--- config.mk ---
export PLATFORM = sky130hd
export DESIGN_NAME = srp_config_regs
export DESIGN_NICKNAME = d
export VERILOG_FILES = /design/src/srp_pkg.sv /design/src/srp_config_regs.sv
export SDC_FILE = /design/constraint.sdc
export NUM_CORES = 1
export LEC_CHECK = 0
export ABC_AREA = 1
export BUFFER_PORTS_ARGS = -buffer_cell sky130_fd_sc_hd__buf_4
export CORE_MARGIN = 10
export CORE_UTILIZATION = 40
export CTS_CLUSTER_DIAMETER = 40
export DETAILED_ROUTE_END_ITERATION = 8
export PLACE_DENSITY = 0.64
export REMOVE_ABC_BUFFERS = 1
export SKIP_CTS_REPAIR_TIMING = 1
export SLEW_MARGIN = 20
export SYNTH_ARGS = -nofsm -noshare
export SYNTH_HDL_FRONTEND = slang
export SYNTH_SLANG_ARGS = --single-unit
--- constraint.sdc ---
create_clock -name clk -period 1.6 [get_ports clk]
set_input_delay 0.4 -clock clk [delete_from_list [all_inputs] [get_ports clk]]
set_output_delay 0.4 -clock clk [all_outputs]
set_load 0.02 [all_outputs]
--- src/srp_pkg.sv ---
/*
  Constants, register map and carrier types for the synthesizer reference path
  configuration bank. Assumes nothing beyond a SystemVerilog compiler.
*/
package srp_pkg;
    // ------------------------------------------------------------
    // Serial frame layout: read flag, 7-bit address, 16-bit data
    // ------------------------------------------------------------
    localparam int FRAME_BITS = 24;
    localparam int ADDR_BITS = 7;
    localparam int DATA_BITS = 16;
    localparam int HEAD_BITS = 8;
    localparam int RW_POS = 23;

    // ------------------------------------------------------------
    // Register addresses
    // ------------------------------------------------------------
    localparam logic [6:0] ADDR_CAL_CONTROL = 7'h00;
    localparam logic [6:0] ADDR_CALIBRATION_OVERRIDE = 7'h08;
    localparam logic [6:0] ADDR_REFERENCE_PATH_CONTROL = 7'h09;
    localparam logic [6:0] ADDR_REFERENCE_MULTIPLIER = 7'h0A;
    localparam logic [6:0] ADDR_REFERENCE_POST_DIVIDER = 7'h0B;
    localparam logic [6:0] ADDR_REFERENCE_PRE_DIVIDER = 7'h0C;
    localparam logic [6:0] ADDR_PUMP_DETECTOR_CONTROL = 7'h0D;

    // ------------------------------------------------------------
    // Field positions
    // ------------------------------------------------------------
    localparam int AMPLITUDE_OVERRIDE_POS = 13;
    localparam int CAPBANK_OVERRIDE_POS = 10;
    localparam int FREQ_CAL_ENABLE_POS = 3;
    localparam int REF_DOUBLER_POS = 11;
    localparam int REF_ENABLE_POS = 9;
    localparam int REF_MULTIPLIER_HI = 11;
    localparam int REF_MULTIPLIER_LO = 7;
    localparam int POST_DIV_HI = 11;
    localparam int POST_DIV_LO = 4;
    localparam int PRE_DIV_HI = 11;
    localparam int PRE_DIV_LO = 0;
    localparam int PUMP_ENABLE_POS = 14;
    localparam int DETECTOR_MODE_HI = 1;
    localparam int DETECTOR_MODE_LO = 0;
    localparam int CAPBANK_CODE_BITS = 8;

    // ------------------------------------------------------------
    // Reset values of whole registers
    // ------------------------------------------------------------
    localparam logic [15:0] RST_CALIBRATION_OVERRIDE = 16'h0000;
    localparam logic [15:0] RST_REFERENCE_PATH_CONTROL = 16'h0200;
    localparam logic [15:0] RST_REFERENCE_MULTIPLIER = 16'h0080;
    localparam logic [15:0] RST_REFERENCE_POST_DIVIDER = 16'h0010;
    localparam logic [15:0] RST_REFERENCE_PRE_DIVIDER = 16'h0001;
    localparam logic [15:0] RST_PUMP_DETECTOR_CONTROL = 16'h4000;

    // ------------------------------------------------------------
    // Detector modes
    // ------------------------------------------------------------
    localparam logic [1:0] DETECTOR_DUAL = 2'h0;
    localparam logic [1:0] DETECTOR_SINGLE = 2'h3;

    typedef struct packed {
        logic doubler_enable;
        logic path_enable;
        logic [4:0] multiplier;
        logic [7:0] post_divider;
        logic [11:0] pre_divider;
    } srp_ref_path_type;

    typedef struct packed {
        logic amplitude_override;
        logic capbank_override;
        logic amplitude_cal_active;
        logic [8:0] vco_amplitude;
        logic [7:0] vco_capbank;
        logic [2:0] vco_core;
    } srp_vco_ctrl_type;
endpackage

--- src/srp_config_regs.sv ---
/*
  Configuration register bank of the reference path, calibration overrides,
  charge pump and phase detector, written and read over the four-wire serial
  port. Assumes the serial pins are asynchronous to clk and toggle slowly
  enough that each level lasts at least four clk periods.
*/
`timescale 1ns/1ps
module srp_config_regs (
    // Clock and reset
    input wire logic clk,
    input wire logic rst_n,
    // Serial programming pins
    input wire logic spi_csb_n,
    input wire logic spi_sck,
    input wire logic spi_sdi,
    output logic spi_readback,
    // Values owned by neighbouring registers
    input wire logic amplitude_cal_enable,
    input wire logic [8:0] amplitude_code,
    input wire logic [7:0] capbank_code,
    input wire logic core_select_force,
    input wire logic [2:0] core_select,
    // Configuration outputs
    output srp_pkg::srp_ref_path_type ref_path,
    output srp_pkg::srp_vco_ctrl_type vco_ctrl,
    output logic pump_enable,
    output logic [1:0] detector_mode,
    output logic freq_cal_start
);
    // ------------------------------------------------------------
    // Pin synchronisers
    // ------------------------------------------------------------
    // Pins are {chip select, clock, data}. A level counts once the second
    // and third stages agree, which also rejects a single-sample glitch.
    logic [2:0] pins_in;
    logic [2:0] sync_a_reg;
    logic [2:0] sync_b_reg;
    logic [2:0] sync_c_reg;
    logic [2:0] stable_reg;
    logic [2:0] stable_next;

    assign pins_in = {spi_csb_n, spi_sck, spi_sdi};

    genvar gi;
    generate
        for (gi = 0; gi < 3; gi++) begin : g_pin
            assign stable_next[gi] = (sync_b_reg[gi] == sync_c_reg[gi]) ?
                                     sync_c_reg[gi] : stable_reg[gi];
        end
    endgenerate

    always_ff @(posedge clk) begin
        if (!rst_n) begin
            sync_a_reg <= 3'h5;
            sync_b_reg <= 3'h5;
            sync_c_reg <= 3'h5;
            stable_reg <= 3'h5;
        end else begin
            sync_a_reg <= pins_in;
            sync_b_reg <= sync_a_reg;
            sync_c_reg <= sync_b_reg;
            stable_reg <= stable_next;
        end
    end

    logic cs_active;
    logic sck_rise;
    logic sck_fall;
    logic cs_end;

    assign cs_active = ~stable_reg[2];
    assign sck_rise = cs_active & ~stable_reg[1] & stable_next[1];
    assign sck_fall = cs_active & stable_reg[1] & ~stable_next[1];
    assign cs_end = cs_active & stable_next[2];

    // ------------------------------------------------------------
    // Frame shifter
    // ------------------------------------------------------------
    logic [23:0] shift_reg;
    logic [23:0] shift_next;
    logic [4:0] count_reg;
    logic [4:0] count_next;
    logic [15:0] out_reg;
    logic [15:0] out_next;
    logic readback_next;

    assign shift_next = sck_rise ? {shift_reg[22:0], stable_reg[0]} : shift_reg;
    assign count_next = cs_end ? 5'h00 :
                        (sck_rise && count_reg != 5'(srp_pkg::FRAME_BITS)) ?
                        count_reg + 5'h01 : count_reg;

    // Register file.
    logic [15:0] cal_ovr_reg;
    logic [15:0] ref_ctl_reg;
    logic [15:0] ref_multiplier_reg;
    logic [15:0] post_reg;
    logic [15:0] pre_reg;
    logic [15:0] pump_reg;

    // The header is complete on the rising edge that takes its eighth bit;
    // on a read, the addressed register is frozen into the output shifter then.
    logic head_done;
    logic is_read;
    logic [6:0] head_addr;
    logic [15:0] read_data;

    assign head_done = sck_rise && count_reg == 5'(srp_pkg::HEAD_BITS - 1);
    assign is_read = shift_next[7];
    assign head_addr = shift_next[6:0];

    always_comb begin
        case (head_addr)
            srp_pkg::ADDR_CALIBRATION_OVERRIDE: read_data = cal_ovr_reg;
            srp_pkg::ADDR_REFERENCE_PATH_CONTROL: read_data = ref_ctl_reg;
            srp_pkg::ADDR_REFERENCE_MULTIPLIER: read_data = ref_multiplier_reg;
            srp_pkg::ADDR_REFERENCE_POST_DIVIDER: read_data = post_reg;
            srp_pkg::ADDR_REFERENCE_PRE_DIVIDER: read_data = pre_reg;
            srp_pkg::ADDR_PUMP_DETECTOR_CONTROL: read_data = pump_reg;
            default: read_data = 16'h0000;
        endcase
    end

    // Readback data is loaded on the eighth rising edge and then changes on falling
    // clock edges, so the host can sample each later bit on the following rising edge.
    assign out_next = (head_done && is_read) ? read_data :
                      sck_fall ? {out_reg[14:0], 1'b0} : out_reg;
    assign readback_next = cs_active ? out_reg[15] : 1'b0;

    always_ff @(posedge clk) begin
        if (!rst_n) begin
            shift_reg <= 24'h000000;
            count_reg <= 5'h00;
            out_reg <= 16'h0000;
            spi_readback <= 1'b0;
        end else begin
            shift_reg <= shift_next;
            count_reg <= count_next;
            out_reg <= out_next;
            spi_readback <= readback_next;
        end
    end

    // ------------------------------------------------------------
    // Register writes
    // ------------------------------------------------------------
    // Writes land only when chip select rises after at least a full frame, so
    // a truncated frame changes nothing and an overlong one writes its last 24 bits.
    logic commit;
    logic [6:0] wr_addr;
    logic [15:0] wr_data;

    assign commit = cs_end && count_reg == 5'(srp_pkg::FRAME_BITS) &&
                    !shift_reg[srp_pkg::RW_POS];
    assign wr_addr = shift_reg[22:16];
    assign wr_data = shift_reg[15:0];

    always_ff @(posedge clk) begin
        if (!rst_n) begin
            cal_ovr_reg <= srp_pkg::RST_CALIBRATION_OVERRIDE;
            ref_ctl_reg <= srp_pkg::RST_REFERENCE_PATH_CONTROL;
            ref_multiplier_reg <= srp_pkg::RST_REFERENCE_MULTIPLIER;
            post_reg <= srp_pkg::RST_REFERENCE_POST_DIVIDER;
            pre_reg <= srp_pkg::RST_REFERENCE_PRE_DIVIDER;
            pump_reg <= srp_pkg::RST_PUMP_DETECTOR_CONTROL;
        end else if (commit) begin
            // Unnamed bits are stored as written and read back unchanged.
            case (wr_addr)
                srp_pkg::ADDR_CALIBRATION_OVERRIDE: cal_ovr_reg <= wr_data;
                srp_pkg::ADDR_REFERENCE_PATH_CONTROL: ref_ctl_reg <= wr_data;
                srp_pkg::ADDR_REFERENCE_MULTIPLIER: ref_multiplier_reg <= wr_data;
                srp_pkg::ADDR_REFERENCE_POST_DIVIDER: post_reg <= wr_data;
                srp_pkg::ADDR_REFERENCE_PRE_DIVIDER: pre_reg <= wr_data;
                srp_pkg::ADDR_PUMP_DETECTOR_CONTROL: pump_reg <= wr_data;
                default: ;
            endcase
        end
    end

    // ------------------------------------------------------------
    // Derived controls
    // ------------------------------------------------------------
    logic amp_ovr;
    logic cap_ovr;
    logic cal_req;
    srp_pkg::srp_ref_path_type ref_path_next;
    srp_pkg::srp_vco_ctrl_type vco_next;

    assign amp_ovr = cal_ovr_reg[srp_pkg::AMPLITUDE_OVERRIDE_POS];
    assign cap_ovr = cal_ovr_reg[srp_pkg::CAPBANK_OVERRIDE_POS];
    // Calibration bit writes go to the neighbouring control register; only
    // the launch pulse is produced here.
    assign cal_req = commit && wr_addr == srp_pkg::ADDR_CAL_CONTROL &&
                     wr_data[srp_pkg::FREQ_CAL_ENABLE_POS];

    assign ref_path_next.doubler_enable = ref_ctl_reg[srp_pkg::REF_DOUBLER_POS];
    assign ref_path_next.path_enable = ref_ctl_reg[srp_pkg::REF_ENABLE_POS];
    assign ref_path_next.multiplier = ref_multiplier_reg[srp_pkg::REF_MULTIPLIER_HI:srp_pkg::REF_MULTIPLIER_LO];
    assign ref_path_next.post_divider = post_reg[srp_pkg::POST_DIV_HI:srp_pkg::POST_DIV_LO];
    assign ref_path_next.pre_divider = pre_reg[srp_pkg::PRE_DIV_HI:srp_pkg::PRE_DIV_LO];

    assign vco_next.amplitude_override = amp_ovr;
    assign vco_next.capbank_override = cap_ovr;
    assign vco_next.amplitude_cal_active = amplitude_cal_enable & ~amp_ovr;
    assign vco_next.vco_amplitude = amp_ovr ? amplitude_code : 9'h000;
    assign vco_next.vco_capbank = cap_ovr ? capbank_code : 8'h00;
    // Core choice applies only under bank override, so force without one is ignored.
    assign vco_next.vco_core = (cap_ovr && core_select_force) ? core_select : 3'h0;

    always_ff @(posedge clk) begin
        if (!rst_n) begin
            ref_path <= '0;
            vco_ctrl <= '0;
            pump_enable <= 1'b0;
            detector_mode <= srp_pkg::DETECTOR_DUAL;
            freq_cal_start <= 1'b0;
        end else begin
            ref_path <= ref_path_next;
            vco_ctrl <= vco_next;
            pump_enable <= pump_reg[srp_pkg::PUMP_ENABLE_POS];
            detector_mode <= pump_reg[srp_pkg::DETECTOR_MODE_HI:srp_pkg::DETECTOR_MODE_LO];
            freq_cal_start <= cal_req & ~cap_ovr;
        end
    end
endmodule

---- Word level (Yosys, flattened, before mapping) ----
Index checks and enable logic that the tools add are counted.
word-level totals
  logic and storage cells ................. 90
  register bits ........................... 208
  input port bits ......................... 27
cells by class
  equality and inequality tests ........... 18
  multiplexer cells ....................... 6
  reduce and logical (&&, ||, !) cells .... 22
  bitwise gates (word level) .............. 13
  add/sub/neg operators ................... 1
operators by type and width
  operator             number
  $pmux 16 s6          1
  $eq 7x4->1 const B   12
  $mux 16              2
  $reduce_and 2->1     9
  $logic_and 1x1->1    8
  $mux 8               1
  $and 1x1->1          7
  $logic_not 7->1      1
  $not 1->1            6
  $add 5x1->5 const B  1
  $eq 5x3->1 const B   1
  $eq 5x5->1 const B   1
  $ne 5x5->1 const B   1
  $reduce_or 2->1      2
  $eq 1x1->1           3
  $mux 1               2
  $reduce_bool 2->1    1
  $logic_not 1->1      1

---- Logic depth before layout (Yosys ltp) ----
  depth in word-level cells ............... 8
  depth in mapped cells ................... 15

---- Worst setup path before layout ----
OpenSTA, ideal clock, no wires.
  path kind ............................... register to register
  start point ............................. register count_reg[0]
  end point ............................... register pre_reg[10]
  required time ........................... 1.514 ns
  clock period less this slack ............ 1.791 ns
  data arrival time ....................... 1.705 ns
  cell stages (with the launch flop) ...... 10
  path slack .............................. -0.191 ns
  setup time .............................. 0.086 ns
  cells stage by stage .................... dfxtp_1 inv_1 ha_1 nand4_1 inv_1 nand3_1 nor4_2 clkbuf_1 nor2_1 a211oi_1
between the ends
  word-level cells in the longest chain between the ends .. 4
ends and longest elaborated chain
  element                            line                    source
  start: declaration                 srp_config_regs.sv:81   logic [4:0] count_reg;
  start signal: assignment           srp_config_regs.sv:137  count_reg <= count_next;
  $eq 5x5->1                         srp_config_regs.sv:152  assign commit = cs_end && count_reg == 5'(srp_pkg::FRAME_BITS) &&
  $logic_and 1x1->1 (2 in series)    srp_config_regs.sv:152
  $reduce_and 2->1 (no source line)  n/a
  end signal: assignment             srp_config_regs.sv:163  pre_reg <= srp_pkg::RST_REFERENCE_PRE_DIVIDER;
  end signal: assignment             srp_config_regs.sv:172  srp_pkg::ADDR_REFERENCE_PRE_DIVIDER: pre_reg <= wr_data;
  end: declaration                   srp_config_regs.sv:97   logic [15:0] pre_reg;
Every way passes these cells.
A chain may end at the register's enable or synchronous reset.

---- Worst setup path after layout ----
  start point ............................. register count_reg[1]
  end point ............................... register pump_reg[3]
between the ends
  word-level cells in the longest chain between the ends .. 4
ends and longest elaborated chain
  element                            line                    source
  $eq 5x5->1                         srp_config_regs.sv:152
  $logic_and 1x1->1 (2 in series)    srp_config_regs.sv:152
  $reduce_and 2->1 (no source line)  n/a
  end signal: assignment             srp_config_regs.sv:164  pump_reg <= srp_pkg::RST_PUMP_DETECTOR_CONTROL;
  end signal: assignment             srp_config_regs.sv:173  srp_pkg::ADDR_PUMP_DETECTOR_CONTROL: pump_reg <= wr_data;
  end: declaration                   srp_config_regs.sv:98   logic [15:0] pump_reg;
Every way passes these cells.

==> run_results.csv <==
group,metric,value,unit
global_route,grt_pass1_wl,34.7,mm
final_layout,post-route-util,59.5,%
yosys,syn_avg_cell_area,7.84,sq um
pwr,p_leak,5.42,nW
drt,drtIter0Drc,687,
global_route,grt.total_usage,15.6,%
sta,rsz0062_at_grt,"true",
sta,max_slew.worst_pin.slew,0.312,ns
yosys,ys_types,30,
pwr,clockPowerShare,55.8,%
cts,cts-root-buf,"clkbuf_16",
pwr,p_comb_share,2.0,%
cts,clk_path_buf_depth,3,
worst_setup_path,crit_family,"buffers and inverters",
drt,avgRoutedWirePerCell,17.5,um
placement,numPortBuffers,81,
yosys,async_reset_ff_share,0,%
cts,clkSinkCount,208,
sta,slew_violations,0,
pwr,swShare,22.3,%
worst_setup_path,worst_setup_path_end_kind,"flop",
outcome,status,"complete, but fails checks",
worst_setup_path,worst-path-buf-inv,5,
worst_setup_path,required,2.06,ns
yosys,synth_flop_cell,"dfxtp_1",
placement,detailed_place_hpwl,13.5,mm
pwr,power.net_switching,2.74,mW
drt,vias_per_cell,5.20,
worst_setup_path,crit_chain,"inv_2, ha_4, nand4_1, inv_2, nand3_2, buf_12, nor4_4, buf_4, clkbuf_16, nor2_1, a211oi_1",
drt,ant_nets,0,
drt,first_pass_iters,5,
run,drv_cap,0,
final_layout,syn2layout_area_growth,46.7,%
yosys,synth_seq_cells,208,
yosys,synth_area_leaders,"dfxtp_1, nand2_1, nor2_1, a211oi_1, nand3_1",
outcome,violations,"negative setup slack",
sta,layout_setup_ws,-0.396,ns
yosys,ys_top_cells_by_count,"dfxtp_1, nand2_1, nor2_1",
final_layout,layout-drive-gt1-share,32.7,%
sta,skew,0.0314,ns
sta,post-route-period-util,125,%
floorplan,die_w,163,um
cts,cts_tree,"yes",
worst_setup_path,worst_ep_arrival_time,2.45,ns
cts,htree_levels,1,
yosys,synthesis.area,8210,sq um
global_route,antenna_found_initial,0,
global_route,grt_pass1_vias,6892,
yosys,synth_top_area_cell,"dfxtp_1",
sta,setup_viol,112,
worst_setup_path,cp_common_cell,"inv_2",
worst_setup_path,critical_path_class,"reg2reg",
sta,fmax,501,MHz
final_layout,final_nets,1257,
floorplan,ios,82,
cts,cts_made_buffers,30,
yosys,synth_top_area_share,50.7,%
pwr,power.density,1020,nW/um^2
yosys,synth_warnings,0,
floorplan,fp.dieH,163,um
floorplan,core,20200,sq um
pwr,p_seq_share,42.2,%
sta,final_hold_viol_count,0,
global_route,grt_max_degree,53,
worst_setup_path,startpoint_type,"flop",
worst_setup_path,cp_max_fo,8,
drt,routed_wl,26.6,mm
yosys,syn_inst,1048,
floorplan,rows,52,
worst_setup_path,max_stage_delay,0.32,ns
placement,gp_congestion,0.797,
final_layout,largest_register_ffs,27,
pwr,ir_drop,0.779,mV
global_route,overflow,0,
cts,clkSlewWorstSetupHoldPaths,0.06,ns
final_layout,n_antenna_cell,0,
drt,vias,7921,
floorplan,die-area,26700,sq um
worst_setup_path,slowest_stage,"dfxtp_2",
floorplan,start_util,40.6,%
cts,clock_latency,0.55,ns
yosys,synth_most_common_cell,"dfxtp_1",
pwr,power,12.3,mW
placement,pre_cts_ws,-0.374,ns
drt,remaining_drc_errors,0,
sta,relSlewSlack,79.0,%
yosys,synth_edf_count,0,
pwr,intPower,9.57,mW
sta,min_period,2.00,ns
yosys,synth-seq-area-share,50.7,%
worst_hold_path,min_path_type,"in2reg",
[power by group through the flow]
stage / logic [mW] / registers [mW] / clock network [mW]
final: 0.242 / 5.20 / 6.87
after global routing: 0.262 / 5.20 / 7.17
after CTS: 0.228 / 5.20 / 6.92
after detailed placement: 0.227 / 5.32 / 0
after global placement: 0.226 / 5.32 / 0
after floorplan: 0.0688 / 5.33 / 0
[tightest hold or removal path, delay by kind of cell]
kind | cells | cell delay, ns
simple gates | 1 | 0.04
buf+inv | 2 | 0.12
[logic make-up after synthesis]
group	synth area share, %
AOI/OAI and AO/OA	14.5
adders and majority gates	0.305
buffers and inverters	9.22
DFF	50.7
and+or+nand+nor	25.3
[per-stage QoR]
step           hold WS (ns)  std cells  cell area, sq um  TNS, ns
4_1_cts              0.0398       1478             10800   -26.32
6_report             0.0482       1522             12000   -25.21
5_1_grt              0.0460       1522             12000   -40.23
2_1_floorplan         0.390        987              7900   -97.50
3_5_place_dp          0.400       1422              9760   -21.87
3_3_place_gp          0.395       1422              9760   -19.73
[cells in the final DEF, fill, tap and decap left out, drive strengths merged]
master	count
a211oi	75
clkinvlp	2
inv	127
nor3	8
nor3b	1
clkbuf	51
a31oi	1
nand3	98
bufinv	3
ha	2
a21oi	62
nor2	168
or2	6
buf	194
clkinv	6
nor4	4
o21ai	54
nand2	166
dfxtp	208
nand4	16
[worst paths after layout]
check                                    from  slack [ns]  depth (start not counted)       endpoint
worst max-delay path             count_reg[1]       -0.40                         11    pump_reg[3]
worst min-delay path                  spi_sck        0.05                          3  sync_a_reg[1]
worst max register to register   count_reg[1]       -0.40                         11    pump_reg[3]
worst min register to register  sync_a_reg[0]        0.41                          1  sync_b_reg[0]
[layout make-up]
type	instances	area, sq um
clock buffer	37	838
clock inverter	19	229
fill	1694	8190
inverter	119	454
multi-input combinational	661	3830
sequential	208	4180
tap	270	338
timing repair buffer	208	2180
[metal layers]
layer  wire [um]  track usage, %  share of wire [%]  vias to the layer above
met3        2450            3.40                9.2                       72
met2       12100            25.9                 45                      325
met5           0               0                  0                        -
met4        1050            3.69                3.9                        0
li1            -               -                  -                     3831
met1       11100            20.1                 42                     3693
Power figures use the tool's default switching activity.
